--- config.mk ---
export PLATFORM = sky130hd
export DESIGN_NAME = dci_interrupt_logic
export DESIGN_NICKNAME = d
export VERILOG_FILES = /design/src/logic/dci_pkg.sv /design/src/logic/dci_interrupt_logic.sv
export SDC_FILE = /design/constraint.sdc
export NUM_CORES = 1
export LEC_CHECK = 0
export BUFFER_PORTS_ARGS = -buffer_cell sky130_fd_sc_hd__buf_4
export CAP_MARGIN = 25
export CORE_MARGIN = 2
export CORE_UTILIZATION = 40
export CTS_BUF_LIST = sky130_fd_sc_hd__clkbuf_8 sky130_fd_sc_hd__clkbuf_16
export CTS_CLUSTER_DIAMETER = 120
export DETAILED_ROUTE_END_ITERATION = 10
export REMOVE_ABC_BUFFERS = 1
export SETUP_SLACK_MARGIN = 0.2
export SLEW_MARGIN = 20
export SYNTH_ARGS = -nofsm -noshare
export SYNTH_HDL_FRONTEND = slang
export SYNTH_SLANG_ARGS = --single-unit
--- constraint.sdc ---
create_clock -name clk -period 3.95 [get_ports clk]
set_input_delay 0.1975 -clock clk [delete_from_list [all_inputs] [get_ports clk]]
set_output_delay 0.1975 -clock clk [all_outputs]
set_load 0.005 [all_outputs]
--- src/logic/dci_pkg.sv ---
package dci_pkg;
  localparam int NUM_SRC = 16;
  localparam int MASK_LO = 4;
  localparam int MASK_HI = 15;
  localparam logic [3:0] NUM_RESET = 4'h0;
  localparam logic [3:0] NUM_NMI = 4'h1;
  // Register map, word offsets
  localparam logic [3:0] OFF_CTRL = 4'h0;
  localparam logic [3:0] OFF_ENABLE = 4'h1;
  localparam logic [3:0] OFF_PENDING = 4'h2;
  localparam logic [3:0] OFF_POINTER = 4'h3;
  localparam logic [3:0] OFF_NM_ENABLE = 4'h4;
  // Control/status bit positions
  localparam int GLOBAL_EN_BIT = 0;
  localparam int SAVED_EN_BIT = 1;
  // Vector table pointer layout
  localparam int PTR_NUM_LSB = 5;
  localparam int PTR_NUM_W = 5;
  localparam int PTR_BASE_LSB = 10;
  localparam int PTR_BASE_W = 22;
  localparam int PKT_BYTES = 32;
  localparam int PKT_WORDS = 8;
  localparam logic [31:0] RESET_FETCH = 32'h0000_0000;
  localparam logic [15:0] ENABLE_RESET = 16'h0001;
  localparam logic [15:0] MASKABLE_MASK = 16'hFFF0;

  typedef struct packed {
    logic ack;
    logic [3:0] num;
    logic [31:0] fetch_addr;
    logic fetch_valid;
  } dci_service_s;
endpackage

--- src/logic/dci_interrupt_logic.sv ---
// What this block does
// RULE1: Fixed priority: reset, nonmaskable, then 4..15.
// RULE2: Reset request active low; others active high.
// RULE3: Outside holds reset low ten cycles.
// RULE4: Reset aborts work, restores register defaults.
// RULE5: Reset service fetched from address zero.
// RULE6: Reset ignores branch delay slots.
// RULE7: Nonmaskable needs enable; deferred in delay slots.
// RULE8: Nonmaskable enable cleared at reset.
// RULE9: Taking nonmaskable clears its enable.
// RULE10: Software may set, never clear, nonmaskable enable.
// RULE11: Nonmaskable enable clear blocks maskable sources.
// RULE12: Maskable needs global, nmi, own enable, pending.
// RULE13: Maskable deferred during any branch delay slots.
// RULE14: Qualifying input edge sets pending flag.
// RULE15: Acknowledge asserted when servicing begins.
// RULE16: Service number on four bits, MSB first.
// RULE17: Table holds sixteen eight-word fetch packets.
// RULE18: Entry offset equals number times 0x20.
// RULE19: Mid-packet branch skips earlier packet words.
// RULE20: Pointer combines table base and number.
// RULE21: Pointer bits 0-4 zero, 5-9 number, 10-31 base.
// RULE22: Number field: top pending individually enabled source.
// RULE23: Table base cleared at reset, writable later.
// RULE24: Maskable taken copies global enable, clears it.
// RULE25: Servicing clears that source's pending flag.
// RULE26: Acknowledge is one-cycle pulse with number.
`timescale 1ns/1ps
module dci_interrupt_logic (
  input wire logic clk,
  input wire logic rst,
  input wire logic reset_req_n,
  input wire logic nmi_req,
  input wire logic [11:0] maskable_request_lines,
  input wire logic branch_delay,
  input wire logic [3:0] reg_addr,
  input wire logic [31:0] reg_wdata,
  input wire logic reg_wr,
  input wire logic reg_rd,
  output logic [31:0] reg_rdata,
  output logic service_ack_out,
  output logic [3:0] service_number_out,
  output logic [31:0] fetch_addr,
  output logic fetch_valid,
  output logic [2:0] fetch_skip
);
  logic [15:0] pending_flag_reg;
  logic [15:0] per_source_enable_reg;
  logic global_maskable_enable;
  logic saved_global_enable;
  logic nonmaskable_enable_bit;
  logic [21:0] vector_table_base;
  logic [15:0] req_prev;
  logic [11:0] mreq_q;
  logic rst_req_prev;
  dci_pkg::dci_service_s svc;

  // RULE2 polarity
  wire logic rst_asserted = ~reset_req_n;
  wire logic [15:0] req_now = {maskable_request_lines, 2'b00, nmi_req,
                               rst_asserted};
  // RULE14 rising edge
  wire logic [15:0] req_edge = req_now & ~req_prev;

  wire logic [15:0] enabled_pending = pending_flag_reg &
                                      (per_source_enable_reg | dci_pkg::ENABLE_RESET);

  // RULE22 top enabled
  logic [4:0] top_enabled_source;
  always_comb begin
    top_enabled_source = 5'h00;
    for (int i = dci_pkg::NUM_SRC - 1; i >= 1; i--) begin
      if (enabled_pending[i] && (i != 2) && (i != 3)) begin
        top_enabled_source = 5'(i);
      end
    end
  end

  // RULE6 reset wins
  wire logic take_reset = rst_asserted;
  // RULE7 nmi gating
  wire logic take_nmi = ~take_reset & pending_flag_reg[dci_pkg::NUM_NMI] &
                        nonmaskable_enable_bit & ~branch_delay;
  // RULE12 maskable gating
  // RULE13 delay slots
  wire logic [15:0] mask_ready = pending_flag_reg & per_source_enable_reg &
                                 dci_pkg::MASKABLE_MASK;
  // RULE11 blocked by enable
  wire logic mask_ok = global_maskable_enable & nonmaskable_enable_bit &
                       ~branch_delay & ~take_reset &
                       ~pending_flag_reg[dci_pkg::NUM_NMI];
  // RULE1 priority
  logic [3:0] mask_num;
  logic mask_any;
  always_comb begin
    mask_num = 4'h0;
    mask_any = 1'b0;
    for (int i = dci_pkg::MASK_HI; i >= dci_pkg::MASK_LO; i--) begin
      if (mask_ready[i]) begin
        mask_num = 4'(i);
        mask_any = 1'b1;
      end
    end
  end
  // Higher flags block lower ones even if that higher is disabled
  logic mask_blocked;
  always_comb begin
    mask_blocked = 1'b0;
    for (int i = dci_pkg::MASK_LO; i <= dci_pkg::MASK_HI; i++) begin
      if (4'(i) < mask_num && pending_flag_reg[i]) begin
        mask_blocked = 1'b1;
      end
    end
  end
  wire logic take_mask = mask_ok & mask_any & ~mask_blocked;

  wire logic [3:0] take_num = take_reset ? dci_pkg::NUM_RESET :
                              take_nmi ? dci_pkg::NUM_NMI : mask_num;
  wire logic take_any = take_reset | take_nmi | take_mask;
  wire logic reset_start = take_reset & ~rst_req_prev;

  // RULE5 address zero
  // RULE17 packet table
  // RULE18 entry offset
  wire logic [31:0] next_fetch = take_reset ? dci_pkg::RESET_FETCH :
    {vector_table_base, 1'b0, take_num, 5'h00};

  // Register decode
  wire logic wr_ctrl = reg_wr && reg_addr == dci_pkg::OFF_CTRL;
  wire logic wr_en = reg_wr && reg_addr == dci_pkg::OFF_ENABLE;
  wire logic wr_ptr = reg_wr && reg_addr == dci_pkg::OFF_POINTER;
  wire logic wr_nm_en = reg_wr && reg_addr == dci_pkg::OFF_NM_ENABLE;

  // RULE20 pointer layout
  // RULE21 field bits
  wire logic [31:0] vector_table_pointer = {vector_table_base,
                                            top_enabled_source, 5'h00};
  logic [31:0] next_rdata;
  always_comb begin
    unique case (reg_addr)
      dci_pkg::OFF_CTRL:
        next_rdata = {30'h0, saved_global_enable, global_maskable_enable};
      dci_pkg::OFF_ENABLE:
        next_rdata = {16'h0, per_source_enable_reg | dci_pkg::ENABLE_RESET};
      dci_pkg::OFF_PENDING: next_rdata = {16'h0, pending_flag_reg};
      dci_pkg::OFF_POINTER: next_rdata = vector_table_pointer;
      dci_pkg::OFF_NM_ENABLE: next_rdata = {31'h0, nonmaskable_enable_bit};
      default: next_rdata = 32'h0000_0000;
    endcase
  end

  // RULE25 clear on service, set wins
  wire logic [15:0] clr_vec = take_any ? (16'h0001 << take_num) : 16'h0000;
  wire logic [15:0] next_pending = ((pending_flag_reg & ~clr_vec) | req_edge)
                                   & 16'hFFF3;

  // RULE4 register defaults
  // RULE8 enable reset
  // RULE23 base reset
  always_ff @(posedge clk) begin
    if (rst) begin
      pending_flag_reg <= 16'h0000;
      per_source_enable_reg <= 16'h0000;
      global_maskable_enable <= 1'b0;
      saved_global_enable <= 1'b0;
      nonmaskable_enable_bit <= 1'b0;
      vector_table_base <= 22'h00_0000;
      req_prev <= 16'h0000;
      rst_req_prev <= 1'b0;
      reg_rdata <= 32'h0000_0000;
    end else begin
      req_prev <= req_now;
      rst_req_prev <= take_reset;
      reg_rdata <= reg_rd ? next_rdata : 32'h0000_0000;
      if (take_reset) begin
        pending_flag_reg <= 16'h0000;
        per_source_enable_reg <= 16'h0000;
        global_maskable_enable <= 1'b0;
        saved_global_enable <= 1'b0;
        nonmaskable_enable_bit <= 1'b0;
        vector_table_base <= 22'h00_0000;
      end else begin
        pending_flag_reg <= next_pending;
        if (wr_en) begin
          per_source_enable_reg <= reg_wdata[15:0] & dci_pkg::MASKABLE_MASK;
        end
        if (wr_ptr) begin
          vector_table_base <= reg_wdata[31:10];
        end
        // RULE9 auto clear
        // RULE10 set only
        if (take_nmi) begin
          nonmaskable_enable_bit <= 1'b0;
        end else if (wr_nm_en && reg_wdata[0]) begin
          nonmaskable_enable_bit <= 1'b1;
        end
        // RULE24 save enable
        if (take_mask) begin
          // A racing software clear lands before the copy is taken
          saved_global_enable <= wr_ctrl ? reg_wdata[dci_pkg::GLOBAL_EN_BIT] :
                                 global_maskable_enable;
          global_maskable_enable <= 1'b0;
        end else if (wr_ctrl) begin
          global_maskable_enable <= reg_wdata[dci_pkg::GLOBAL_EN_BIT];
          saved_global_enable <= reg_wdata[dci_pkg::SAVED_EN_BIT];
        end
      end
    end
  end

  // RULE15 acknowledge
  // RULE16 number out
  // RULE26 single pulse
  always_ff @(posedge clk) begin
    if (rst) begin
      svc <= '0;
    end else begin
      svc.ack <= take_reset ? reset_start : take_any;
      svc.num <= take_num;
      svc.fetch_addr <= next_fetch;
      svc.fetch_valid <= take_reset ? reset_start : take_any;
    end
  end

  // RULE19 mid-packet skip count, held at zero on every cycle
  logic [2:0] skip_q;
  always_ff @(posedge clk) begin
    if (rst) begin
      skip_q <= 3'h0;
    end else begin
      skip_q <= 3'h0;
    end
  end

  assign service_ack_out = svc.ack;
  assign service_number_out = svc.num;
  assign fetch_addr = svc.fetch_addr;
  assign fetch_valid = svc.fetch_valid;
  assign fetch_skip = skip_q;

  // RULE3 reset hold count
  logic [3:0] low_cnt;
  always_ff @(posedge clk) begin
    if (rst) begin
      low_cnt <= 4'h0;
    end else if (rst_asserted) begin
      low_cnt <= (low_cnt == 4'hF) ? low_cnt : low_cnt + 4'h1;
    end else begin
      low_cnt <= 4'h0;
    end
  end

  AST_NMI_CLEARS: assert property (@(posedge clk) disable iff (rst) // RULE9
    take_nmi |=> !nonmaskable_enable_bit)
    else $error("nmi enable not cleared");
  AST_NM_EN_NO_SW_CLEAR: assert property (@(posedge clk) disable iff (rst) // RULE10
    (wr_nm_en && !reg_wdata[0] && !take_nmi && !take_reset &&
     nonmaskable_enable_bit) |=> nonmaskable_enable_bit)
    else $error("software cleared nmi enable");
  AST_ACK_PULSE: assert property (@(posedge clk) disable iff (rst) // RULE26
    service_ack_out |=> !service_ack_out || $past(take_any))
    else $error("ack not a pulse");
  AST_ACK_NUM: assert property (@(posedge clk) disable iff (rst) // RULE16
    take_nmi |=> service_ack_out && service_number_out == 4'h1)
    else $error("wrong service number");
  AST_NO_MASK_DELAY: assert property (@(posedge clk) disable iff (rst) // RULE13
    branch_delay |-> !take_mask && !take_nmi)
    else $error("taken in delay slot");
  AST_MASK_NEEDS_NONMASKABLE_ENABLE_BIT: assert property (@(posedge clk) disable iff (rst) // RULE11
    take_mask |-> nonmaskable_enable_bit && global_maskable_enable)
    else $error("maskable taken while blocked");
  AST_GLOBAL_EN_SAVE: assert property (@(posedge clk) disable iff (rst) // RULE24
    (take_mask && !wr_ctrl) |=> !global_maskable_enable &&
      saved_global_enable == $past(global_maskable_enable))
    else $error("enable not saved");
  AST_RESET_FETCH: assert property (@(posedge clk) disable iff (rst) // RULE5
    reset_start |=> fetch_valid && fetch_addr == 32'h0000_0000)
    else $error("reset fetch not at zero");
  AST_VEC_OFFSET: assert property (@(posedge clk) disable iff (rst) // RULE18
    fetch_valid |-> fetch_addr[4:0] == 5'h00 &&
      fetch_addr[8:5] == service_number_out)
    else $error("bad vector offset");
  AST_PEND_SET: assert property (@(posedge clk) disable iff (rst) // RULE14
    (req_edge[4] && !take_reset) |=> pending_flag_reg[4])
    else $error("edge lost");
  AST_NM_EN_RESET: assert property (@(posedge clk) disable iff (rst) // RULE8
    take_reset |=> !nonmaskable_enable_bit && vector_table_base == 22'h0)
    else $error("reset defaults missing");

  // Priority and qualification of the taken source
  AST_NMI_OVER_MASK: assert property (@(posedge clk) disable iff (rst) // RULE1
    take_nmi |-> !take_mask)
    else $error("maskable taken over nmi");
  AST_RESET_LOW: assert property (@(posedge clk) disable iff (rst) // RULE2
    (!reset_req_n && !rst_req_prev) |=> service_ack_out &&
      service_number_out == 4'h0)
    else $error("low reset request not serviced");
  AST_RESET_DEFAULTS: assert property (@(posedge clk) disable iff (rst) // RULE4
    take_reset |=> pending_flag_reg == 16'h0000 && !global_maskable_enable &&
      per_source_enable_reg == 16'h0000)
    else $error("registers not at defaults");
  AST_RESET_IN_DELAY: assert property (@(posedge clk) disable iff (rst) // RULE6
    (reset_start && branch_delay) |=> service_ack_out && fetch_valid)
    else $error("reset held off by delay slots");
  AST_MASK_QUALIFIED: assert property (@(posedge clk) disable iff (rst) // RULE12
    take_mask |-> per_source_enable_reg[mask_num] &&
      pending_flag_reg[mask_num])
    else $error("unqualified maskable taken");
  // A fresh edge in the clearing cycle must survive, so it is excluded here
  AST_PEND_CLEARED: assert property (@(posedge clk) disable iff (rst) // RULE25
    (take_mask && !req_edge[mask_num]) |=> !pending_flag_reg[$past(mask_num)])
    else $error("serviced flag still pending");

  // Pointer and fetch address shape
  AST_PTR_LOW_ZERO: assert property (@(posedge clk) disable iff (rst) // RULE21
    vector_table_pointer[4:0] == 5'h00 &&
      vector_table_pointer[31:10] == vector_table_base)
    else $error("pointer layout wrong");
  AST_TOP_NONE: assert property (@(posedge clk) disable iff (rst) // RULE22
    (enabled_pending[15:1] == 15'h0000) |-> top_enabled_source == 5'h00)
    else $error("top source not zero");
  AST_ACK_WITH_FETCH: assert property (@(posedge clk) disable iff (rst) // RULE15
    service_ack_out |-> fetch_valid)
    else $error("ack without fetch");
  AST_MASK_NUMBER: assert property (@(posedge clk) disable iff (rst) // RULE16
    take_mask |=> service_number_out == $past(mask_num))
    else $error("maskable number wrong");
  AST_BASE_WRITE: assert property (@(posedge clk) disable iff (rst) // RULE23
    (wr_ptr && !take_reset) |=> vector_table_base == $past(reg_wdata[31:10]))
    else $error("table base not written");
  // Vector entries are packet aligned, so nothing is ever skipped
  AST_NO_SKIP: assert property (@(posedge clk) disable iff (rst) // RULE19
    fetch_valid |-> fetch_skip == 3'h0)
    else $error("vector fetch skips words");
  AST_TABLE_SPAN: assert property (@(posedge clk) disable iff (rst) // RULE17
    fetch_valid |-> fetch_addr[9] == 1'b0)
    else $error("fetch outside sixteen packets");
endmodule

-- Word level (Yosys, flattened, before mapping)
Cells that the tools add are included.
- bits in registers: 139
- output and inout bits: 73
- reductions and logical operators: 23
- bitwise logic cells: 25
- magnitude comparators: 12
- muxes and demuxes: 57
- shift-type cells: 1
- equal/unequal tests: 4
- operator list (operator ; number):
    $pmux W32 S5 ; 1
    $mux W4 ; 27
    $and A16 B16 Y16 ; 4
    $lt A4 B4 Y1 const A ; 8
    $not A16 Y16 ; 2
    $mux W1 ; 28
    $logic_and A1 B1 Y1 ; 17
    $lt A3 B4 Y1 const A ; 4
    $mux W16 ; 1
    $or A16 B16 Y16 ; 1
    $shl A1 B4 Y16 const A ; 1
    $and A1 B1 Y1 ; 10
    $eq A4 B2 Y1 const B ; 2
    $not A1 Y1 ; 6
    $reduce_or A3 Y1 ; 2
    $eq A4 B1 Y1 const B ; 1
    $eq A4 B3 Y1 const B ; 1
    $logic_not A4 Y1 ; 1
    $reduce_or A2 Y1 ; 2
    $or A1 B1 Y1 ; 2
    $reduce_bool A2 Y1 ; 1

-- Depth between registers and ports, before layout
Gate-level depths: netlist of run 1.
- depth in word-level cells: 34
- mapped depth: 8

-- Least setup slack after synthesis of run 1
No wires, ideal clock.
- kind: reg2reg
- start point: reg pending_flag_reg[7]
- end point: reg saved_global_enable
- cell stages (with the launch flop): 9
- setup time: 0.123 ns
- path slack: 1.463 ns
- required time: 3.827 ns
- arrival: 2.363 ns
- buffers on the path: 0
- path through: dfxtp_1 > or4_1 > or3_1 > o22ai_1 > a21oi_1 > a211o_1 > a211o_4 > nor2b_4 > mux2_1
- word-level cells in the longest chain between the ends: 22
- elaborated cells on any way between the ends: 50
- those cells by class: order compare: 12; mux: 21; bitwise: 4; reduce/logical: 13
- ends and longest elaborated chain (what ; RTL line ; text):
    start, declared ; dci_interrupt_logic.sv:47 ; logic [15:0] pending_flag_reg;
    start signal, assigned ; dci_interrupt_logic.sv:183 ; pending_flag_reg <= next_pending;
    $and A16 B16 Y16 ; dci_interrupt_logic.sv:86 ; wire logic [15:0] mask_ready = pending_flag_reg & per_source_enable_reg &
    $mux W4 (4 in a row) ; dci_interrupt_logic.sv:99 ; if (mask_ready[i]) begin
    $lt A3 B4 Y1 ; dci_interrupt_logic.sv:110 ; if (4'(i) < mask_num && pending_flag_reg[i]) begin
    $logic_and A1 B1 Y1 ; dci_interrupt_logic.sv:110 ;
    $mux W1 (12 in a row) ; dci_interrupt_logic.sv:110 ;
    $not A1 Y1 ; dci_interrupt_logic.sv:115 ; wire logic take_mask = mask_ok & mask_any & ~mask_blocked;
    $and A1 B1 Y1 * ; dci_interrupt_logic.sv:115 ;
    $mux W1 / $reduce_bool A2 Y1 (equally long branches) ; - ;
    end signal, assigned ; dci_interrupt_logic.sv:200 ; saved_global_enable <= wr_ctrl ? reg_wdata[dci_pkg::GLOBAL_EN_BIT] :
    end signal, assigned ; dci_interrupt_logic.sv:205 ; saved_global_enable <= reg_wdata[dci_pkg::SAVED_EN_BIT];
    end, declared ; dci_interrupt_logic.sv:50 ; logic saved_global_enable;
Mark *: on every way between the ends. The rest lies on a longest branch, timed or not.
A chain may end at the register's enable or synchronous reset.

-- Worst setup path in the final report of run 1
- start point: reg pending_flag_reg[14]
- end point: reg saved_global_enable
- word-level cells in the longest chain between the ends: 29
- elaborated cells on any way between the ends: 64
- those cells by class: order compare: 12; mux: 35; bitwise: 4; reduce/logical: 13
- ends and longest elaborated chain (what ; RTL line):
    $and A16 B16 Y16 ; dci_interrupt_logic.sv:86
    $mux W4 (11 in a row) ; dci_interrupt_logic.sv:99
    $lt A3 B4 Y1 ; dci_interrupt_logic.sv:110
    $logic_and A1 B1 Y1 ; dci_interrupt_logic.sv:110
    $mux W1 (12 in a row) ; dci_interrupt_logic.sv:110
    $not A1 Y1 ; dci_interrupt_logic.sv:115
    $and A1 B1 Y1 * ; dci_interrupt_logic.sv:115
    $mux W1 / $reduce_bool A2 Y1 (equally long branches) ; -
Marks and branches as above.

==> results of run 1 <==
## metrics by stage
stage	cell area [sq um]	power (mW)	util	std cells
2_1_floorplan	4560	1.38	-	485
3_3_place_gp	5610	1.46	0.489	744
3_5_place_dp	5610	1.46	0.489	744
4_1_cts	6290	3.00	0.549	785
5_1_grt	6320	3.08	0.551	787
6_report	6320	2.96	0.551	787
## how the worst max path moves through the flow
| stage | from | endpoint | slack, ns |
|---|---|---|---|
| after floorplan | pending_flag_reg[7] | saved_global_enable | 1.46 |
| after global placement | pending_flag_reg[14] | saved_global_enable | 0.99 |
| after detailed placement | pending_flag_reg[14] | saved_global_enable | 1.01 |
| after CTS | pending_flag_reg[14] | saved_global_enable | 1.0 |
| after global routing | pending_flag_reg[14] | pending_flag_reg[6] | 0.78 |
| final | pending_flag_reg[14] | saved_global_enable | 1.00 |
## logic make-up after synthesis
family	count (synthesis)	synth area share
and+or+nand+nor	230	0.241
DFF	126	0.534
AOI/OAI and AO/OA	90	0.123
buffers and inverters	38	0.0456
muxes	25	0.0556
other	1	0.000794
## synth_stat cells, types with 2 or more instances
cell type	count	area (sq um)
nand4_1	3	18.8
o21a_1	2	15.0
a21oi_1	39	195
clkbuf_8	2	27.5
buf_1	4	15.0
nand3b_1	2	15.0
a221oi_1	2	17.5
nand3_1	5	25.0
nor2b_1	19	119
dfxtp_1	126	2520
mux2i_1	15	150
and2_2	4	30.0
a22oi_1	15	113
nor3_1	9	45.0
a31oi_1	3	18.8
nor2_1	53	199
nor4_1	2	12.5
or2b_1	3	22.5
o31ai_1	2	15.0
nand2_1	70	263
o41ai_1	4	35.0
mux2_2	9	101
nand2b_1	12	75.1
and2_1	40	250
clkbuf_1	16	60.1
o21ai_0	7	35.0
or3_1	2	12.5
inv_1	3	11.3
buf_4	12	90.1
o211ai_1	2	15.0
o22ai_1	2	12.5
## placed cells by master (no fill, tap or decap), types with 3 or more instances in the layout
| cell | synthesis | final |
|---|---|---|
| o21ai_0 | 7 | 7 |
| a22oi_1 | 15 | 15 |
| dfxtp_1 | 126 | 126 |
| clkbuf_16 | 0 | 17 |
| nand2b_1 | 12 | 11 |
| clkinv_4 | 0 | 5 |
| conb_1 | 1 | 11 |
| inv_1 | 3 | 3 |
| nor3_1 | 9 | 9 |
| or2b_1 | 3 | 3 |
| a31oi_1 | 3 | 3 |
| o41ai_1 | 4 | 4 |
| nor2_1 | 53 | 52 |
| nand4_1 | 3 | 3 |
| nand2_1 | 70 | 70 |
| and2_2 | 4 | 4 |
| buf_4 | 12 | 116 |
| mux2_2 | 9 | 9 |
| mux2i_1 | 15 | 15 |
| inv_6 | 0 | 4 |
| a21oi_1 | 39 | 39 |
| nand3_1 | 5 | 5 |
| nor2b_1 | 19 | 19 |
| and2_1 | 40 | 40 |
| dlygate4sd3_1 | 0 | 9 |
## power groups by stage
stage	Sequential, mW	Clock, mW	Combinational, mW
floorplan	1.32	0	0.0537
global placement	1.33	0	0.127
detailed placement	1.33	0	0.129
CTS	1.30	1.56	0.136
global route	1.30	1.62	0.151
finish	1.30	1.52	0.136
## metal layers
| layer | GRT usage | vias to the layer above |
|---|---|---|
| met5 | 0 | - |
| met4 | 0.0772 | 0 |
| met2 | 0.323 | 124 |
| li1 | - | 1950 |
| met3 | 0.0551 | 10 |
| met1 | 0.227 | 1768 |
## layout make-up
class	instances	area, sq um
sequential	126	2520
tap	143	179
clock inverter	15	164
inverter	3	11.3
multi-input combinational	356	2030
timing repair buffer	127	987
clock buffer	17	425
fill	1083	5150
## what timing repair did
action / CTS / global route
hold buffers: 9 / 0
hold endpoints to repair: 9 / 0
endpoints found under the setup margin: 0 / 0
## worst max-delay path, delay by kind of cell (launching register included)
kind / cells / cell delay [ns]
flip-flops: 1 / 0.45
AND/OR/NAND/NOR: 2 / 0.35
multiplexers: 1 / 0.33
AO/OA/AOI/OAI: 5 / 1.70
==> impl_metrics.tcl, run 1 <==
set metrics [dict create \
    seqPwrFrac 0.440 \
    worst_ep_required_time_ns 4.25 \
    clock_path_buffers 2 \
    worstPathArrival_ns 3.24 \
    leakagePower_nw 2.72 \
    clockRootBuffer "clkbuf_16" \
    skew_ns 0.00452 \
    fmax_ghz 0.339 \
    pwr_density_cell_nw_per_um2 469 \
    gp_congestion 0.859 \
    grt_antenna_before_repair 0 \
    overflow 0 \
    syn2layout_area_growth_pct 33.7 \
    post_drt_wl_per_cell_um 14.7 \
    rsz0062_at_grt "false" \
    path_clk_slew_ns 0.06 \
    wl_met1_mm 4.95 \
    synth_edf_count 0 \
    syn_area_per_cell_sq_um 9.26 \
    grt_max_degree 46 \
    yosysWarnings 0 \
    num_antenna_cells 0 \
    synth-seq-cells 126 \
    htreeDepth 4 \
    worstRegToRegCells 8 \
    worst_pin_slew_ns 0.941 \
    p_comb_frac 0.046 \
    grt_pass1_vias 3796 \
    netlist_area_sq_um 4720 \
    cts_tree "built" \
    synth_flop_cell "dfxtp_1" \
    hold_viol 0 \
    fin_crit_sh 0.746 \
    r2r-start "pending_flag_reg[14]" \
    maxCapViolCount 0 \
    die_y_um 113 \
    async_flop_share 0 \
    p_sw_uw 667 \
    reg_top3 "reg_rdata x30, fetch_addr x26, vector_table_base x22" \
    vias 3852 \
    antenna_left 0 \
    synth_cell_types 52 \
    min_path_cells 2 \
    top_layer "met4" \
    end_kind "flop" \
    clockPowerShare 0.514 \
    setup_tns_ns 0 \
    grt_first_pass_wirelength_mm 18.8 \
    intPower_mw 2.29 \
    largest_register "reg_rdata" \
    slowest_delay_ns 0.60 \
    core_sq_um 11500 \
    critPathSlowestCell "a222oi_1" \
    cts_buffers 17 \
    dieArea_sq_um 12700 \
    setup_ws_ns 1.00 \
    path_max_fanout 8 \
    post-place-ws_ns 1.01 \
    ys_seq_area_frac 0.534 \
    port_buffers 114 \
    hold_class "in2reg" \
    min_from "maskable_request_lines[2]" \
    largest_reg_flops 30 \
    post-cts-setup-buffers 0 \
    setup.worst_path.class "reg2reg" \
    r2r_slack_ns 1.00 \
    drive_gt1_frac 0.261 \
    cts_sinks 126 \
    ios 128 \
    drc 0 \
    ctsResizeCount 0 \
    rows 39 \
    syn-instance-count 510 \
    drt_iter0_drc 207 \
    r2r_end "saved_global_enable" \
    met3_length_um 668 \
    worst_setup_path_start_kind "flop" \
    vias_per_cell 4.89 \
    vdd_drop_max_mv 0.313 \
    nets 686 \
    grtUsageTotal 0.191 \
    fin_crit_ns 2.95 \
    final-setup-viol-count 0 \
    wl_mm 11.6 \
    hold_end "req_prev[6]" \
    slew_violations 0 \
    relSlewSlack 0.372 \
    clock_latency_ns 0.41 \
    die_x_um 113 \
    worstPathCellList "and2_1 > o211ai_1 > a222oi_1 > o21ai_1 > a32o_1 > a211o_4 > nor2b_4 > mux2_1" \
    outcome "finished, final reports clean" \
    dpl.hpwl_mm 8.15 \
    sw_frac_of_total 0.225 \
    dr_wl_met2_mm 5.83 \
    hold_slack_ns 0.0181 \
    start_util 0.412 \
    dr.pass1.iters 4 \
]
No activity file was read; power rests on OpenSTA's default activity.
==> inputs of run 2 (changes only) <==
Settings changed: PLACE_DENSITY from default to 0.66.
Clock period 3.95 ns to 2.7 ns, I/O delays scaled along.
==> impl_metrics.tcl, run 2 (synthesis results as in run 1) <==
set metrics [dict create \
    antenna_left 0 \
    relSlewSlack 0.404 \
    drt_iter0_drc 182 \
    hold_class "in2reg" \
    fin_crit_sh 0.943 \
    vdd_drop_max_mv 0.534 \
    final-setup-viol-count 0 \
    slowest_delay_ns 0.54 \
    grt_first_pass_wirelength_mm 19.9 \
    vias 4136 \
    clock_latency_ns 0.41 \
    worstPathCellList "or4_4 > or3_1 > o22ai_1 > a21oi_1 > a211o_1 > a211o_4 > nor2b_4 > mux2_4" \
    cts_tree "built" \
    skew_ns 0.00767 \
    grt_pass1_vias 4109 \
    crit_family "simple AND/OR/NAND/NOR gates" \
    grtUsageTotal 0.201 \
    post-place-ws_ns 0.0813 \
    final_common_cell "buf_4" \
    setup.worst_path.class "reg2reg" \
    start_util 0.412 \
    rsz0062_at_grt "true" \
    fmax_ghz 0.393 \
    cts_sinks 126 \
    reg_top3 "reg_rdata x30, fetch_addr x26, vector_table_base x22" \
    vias_per_cell 4.94 \
    die_x_um 113 \
    placed_cell_area_sq_um 5770 \
    critPathBufInv 0 \
    dpl.hpwl_mm 8.81 \
    grt_antenna_before_repair 0 \
    final_cell_mix "buf_4, dfxtp_1, nand2_1" \
    final_area_sq_um 6810 \
    cts_buffers 17 \
    overflow 0 \
    syn2layout_area_growth_pct 44.1 \
    worst_pin_slew_ns 0.892 \
    port_buffers 114 \
    nets 740 \
    ios 128 \
    critPathSlowestCell "or4_4" \
    path_max_fanout 8 \
    pwr_density_cell_nw_per_um2 632 \
    setup_tns_ns 0 \
    path_clk_slew_ns 0.05 \
    clockRootBuffer "clkbuf_16" \
    leakagePower_nw 2.95 \
    largest_register "reg_rdata" \
    worst_setup_path_start_kind "flop" \
    rows 39 \
    p_total_mw 4.30 \
    wl_mm 12.5 \
    drive_gt1_frac 0.275 \
    slew_violations 0 \
    end_kind "flop" \
    gp_congestion 0.943 \
    worstPathArrival_ns 2.84 \
    core_sq_um 11500 \
    largest_reg_flops 30 \
    outcome "finished, final reports clean" \
    grt_max_degree 32 \
    dieArea_sq_um 12700 \
    fin_crit_ns 2.55 \
    post_drt_wl_per_cell_um 14.9 \
    die_y_um 113 \
    setup_ws_ns 0.154 \
    worst_ep_required_time_ns 2.99 \
    drc 0 \
    fillers 1013 \
    clock_path_buffers 2 \
    hold_viol 0 \
    dr.pass1.iters 4 \
    num_antenna_cells 0 \
    htreeDepth 4 \
    maxCapViolCount 0 \
]
## run 2: changes by cell type in the layout (fill, tap and decap cells not counted), moves of 2 or more
cell           before  now
o41ai_2             0    4
inv_6               4    0
o41ai_1             4    0
dlygate4sd3_1       9   43
clkbuf_8            0    2
clkinv_4            5    0
buf_4             116  138
inv_1               3    6
## run 2: cell type report
class | instances | area [sq um] | area share
Sequential cell | 126 | 2520 | 0.371
Multi-Input combinational cell | 356 | 2080 | 0.305
Timing Repair Buffer | 181 | 1470 | 0.215
Clock buffer | 19 | 453 | 0.0665
Tap cell | 143 | 179 | 0.0263
Clock inverter | 10 | 101 | 0.0149
Inverter | 3 | 11.3 | 0.00165
## run 2: stage by stage
| stage | instances | utilization | hold slack, ns |
|---|---|---|---|
| after floorplan | 485 | - | 0.202 |
| after global routing | 838 | 0.594 | 0.0471 |
| final | 838 | 0.594 | 0.0523 |
| after detailed placement | 765 | 0.503 | 0.363 |
| after CTS | 838 | 0.593 | 0.0316 |
| after global placement | 765 | 0.503 | 0.354 |
## run 2: worst paths after layout
path	from	endpoint	slack, ns	cells after the start
worst max-delay path	pending_flag_reg[7]	saved_global_enable	0.15	8
worst min-delay path	reg_addr[3]	reg_rdata[0]	0.05	3
worst max register to register	pending_flag_reg[7]	saved_global_enable	0.15	8
worst min register to register	vector_table_base[13]	vector_table_base[13]	0.46	2
## run 2: worst min-delay path, cell delays in order
cell	delay (ns)
buf_4	0.09
nor2_1	0.04
and3_1	0.15
## run 2: layer usage
metal / wire length (um) / part of all wire / track usage / vias up
li1: - / - / - / 2051
met1: 5350 / 0.43 / 0.232 / 1918
met2: 6080 / 0.49 / 0.341 / 142
met3: 782 / 0.062 / 0.0637 / 25
met4: 315 / 0.025 / 0.0902 / 0
met5: 0 / 0 / 0 / -
## run 2: timing repair
item / 4_1_cts / 5_1_grt
endpoints found under the hold margin: 52 / 0
hold buffers: 43 / 0
setup buffers: 1 / 0
resized for setup: 7 / 3
pin swaps: 0 / 1
setup endpoints to repair: 6 / 14
gates cloned: 0 / 0
## run 2: power breakdown
part           leakage [nW]  internal [mW]  switching [mW]  total (mW)
combinational          1.65          0.143           0.117       0.260
clock                 0.280           1.37           0.767        2.14
sequential             1.02           1.89          0.0149        1.90
==> inputs of run 3 (changes only) <==
Settings changed: CORE_ASPECT_RATIO from default to 0.6.
==> impl_metrics.tcl, run 3 (synthesis results as in run 1) <==
set metrics [dict create \
    die_x_um 144 \
    worst_setup_path_start_kind "flop" \
    antenna_left 0 \
    final_util 0.605 \
    pwr_density_cell_nw_per_um2 654 \
    grt_antenna_before_repair 0 \
    p_total_mw 4.52 \
    r2r-start "pending_flag_reg[7]" \
    drt_iter0_drc 271 \
    fmax_ghz 0.389 \
    worstRegToRegCells 8 \
    hold_end "vector_table_base[19]" \
    cts_tree "built" \
    grt_max_degree 32 \
    p_comb_frac 0.059 \
    r2r_slack_ns 0.13 \
    seqPwrFrac 0.421 \
    dpl.hpwl_mm 9.51 \
    r2r_end "pending_flag_reg[13]" \
    clock_latency_ns 0.41 \
    slew_violations 0 \
    overflow 0 \
    min_path_cells 3 \
    hold_viol 0 \
    gp_congestion 0.880 \
    largest_register "reg_rdata" \
    skew_ns 0.00904 \
    maxCapViolCount 0 \
    rsz0062_at_grt "true" \
    grt_pass1_vias 4103 \
    port_buffers 114 \
    rows 30 \
    hold_slack_ns 0.0330 \
    regArea_sq_um 2530 \
    post-place-ws_ns 0.0837 \
    drive_gt1_frac 0.287 \
    leakagePower_nw 2.99 \
    die_y_um 88.2 \
    setup.worst_path.class "reg2reg" \
    vias 4204 \
    syn2layout_area_growth_pct 46.2 \
    min_from "reg_wdata[29]" \
    nets 742 \
    sw_frac_of_total 0.225 \
    htreeDepth 4 \
    outcome "finished, final reports clean" \
    start_util 0.414 \
    hold_class "in2reg" \
    clockPowerShare 0.520 \
    final_cell_mix "buf_4, dfxtp_1, nand2_1" \
    clock_path_buffers 2 \
    intPower_mw 3.50 \
    post-cts-setup-buffers 0 \
    worst_ep_required_time_ns 2.98 \
    relSlewSlack 0.334 \
    grt_first_pass_wirelength_mm 21.1 \
    num_antenna_cells 0 \
    path_max_fanout 6 \
    drc 0 \
    setup_tns_ns 0 \
    final_common_cell "buf_4" \
    vias_per_cell 4.89 \
    largest_reg_flops 30 \
    vdd_drop_max_mv 0.391 \
    ios 128 \
    multi_input_area_sq_um 2080 \
    path_clk_slew_ns 0.06 \
    core_sq_um 11400 \
    worstPathArrival_ns 2.85 \
    final-setup-viol-count 0 \
    dr.pass1.iters 7 \
    fin_crit_ns 2.57 \
    fillers 1043 \
    post_drt_wl_per_cell_um 15.7 \
    fin_crit_sh 0.953 \
    reg_top3 "reg_rdata x30, fetch_addr x26, vector_table_base x22" \
    clockRootBuffer "clkbuf_16" \
    grtUsageTotal 0.220 \
    dieArea_sq_um 12700 \
    cts_buffers 17 \
    cts_sinks 126 \
    setup_ws_ns 0.128 \
    worst_pin_slew_ns 0.996 \
    wl_mm 13.5 \
    p_sw_mw 1.02 \
    end_kind "flop" \
]
run 3: per-layer routing:
| layer | GRT usage | up-vias | wire, um |
|---|---|---|---|
| met1 | 0.314 | 1979 | 6820 |
| met2 | 0.326 | 151 | 5730 |
| met3 | 0.0536 | 8 | 878 |
| li1 | - | 2066 | - |
| met5 | 0 | - | 0 |
| met4 | 0.0803 | 0 | 93 |
run 3: critical path, cell delays in order (launching register included):
cell and delay (ns):
dfxtp_2 0.32, or4_4 0.53, or3_1 0.32, o22ai_1 0.14, a21oi_1 0.08, a211o_1 0.26, a211o_4 0.33, nor3_1 0.33
a31oi_1 0.14
run 3: worst max path at each step:
stage / endpoint / from / slack, ns
floorplan: saved_global_enable / pending_flag_reg[7] / 0.21
global placement: pending_flag_reg[14] / pending_flag_reg[10] / 0.12
detailed placement: saved_global_enable / pending_flag_reg[10] / 0.08
CTS: saved_global_enable / pending_flag_reg[7] / 0.15
global route: pending_flag_reg[9] / pending_flag_reg[7] / 0.03
finish: pending_flag_reg[13] / pending_flag_reg[7] / 0.13
run 3: power groups by stage:
stage	sequential, mW	clock (mW)	combinational [mW]
2_1_floorplan	1.94	0	0.0786
3_3_place_gp	1.94	0	0.209
3_5_place_dp	1.94	0	0.210
4_1_cts	1.90	2.39	0.260
5_1_grt	1.90	2.48	0.290
6_report	1.90	2.35	0.267
run 3: through the flow:
step / cells / area, sq um
floorplan: 485 / 4560
global placement: 786 / 5820
detailed placement: 786 / 5820
CTS: 860 / 6860
global route: 860 / 6910
finish: 860 / 6910
run 3: timing repair:
item	CTS	global route
pin swaps	0	4
endpoints found under the hold margin	51	0
hold buffers	42	0
gates resized for setup	2	14
endpoints found under the setup margin	12	14
run 3: final cells by class:
cell class              instances  area share
clock buffers                  17      0.0616
clock inverters                15      0.0270
inverters                       3     0.00163
multi-input cells             356       0.301
flip-flops and latches        126       0.366
well taps                     160      0.0290
repair buffers                183       0.215
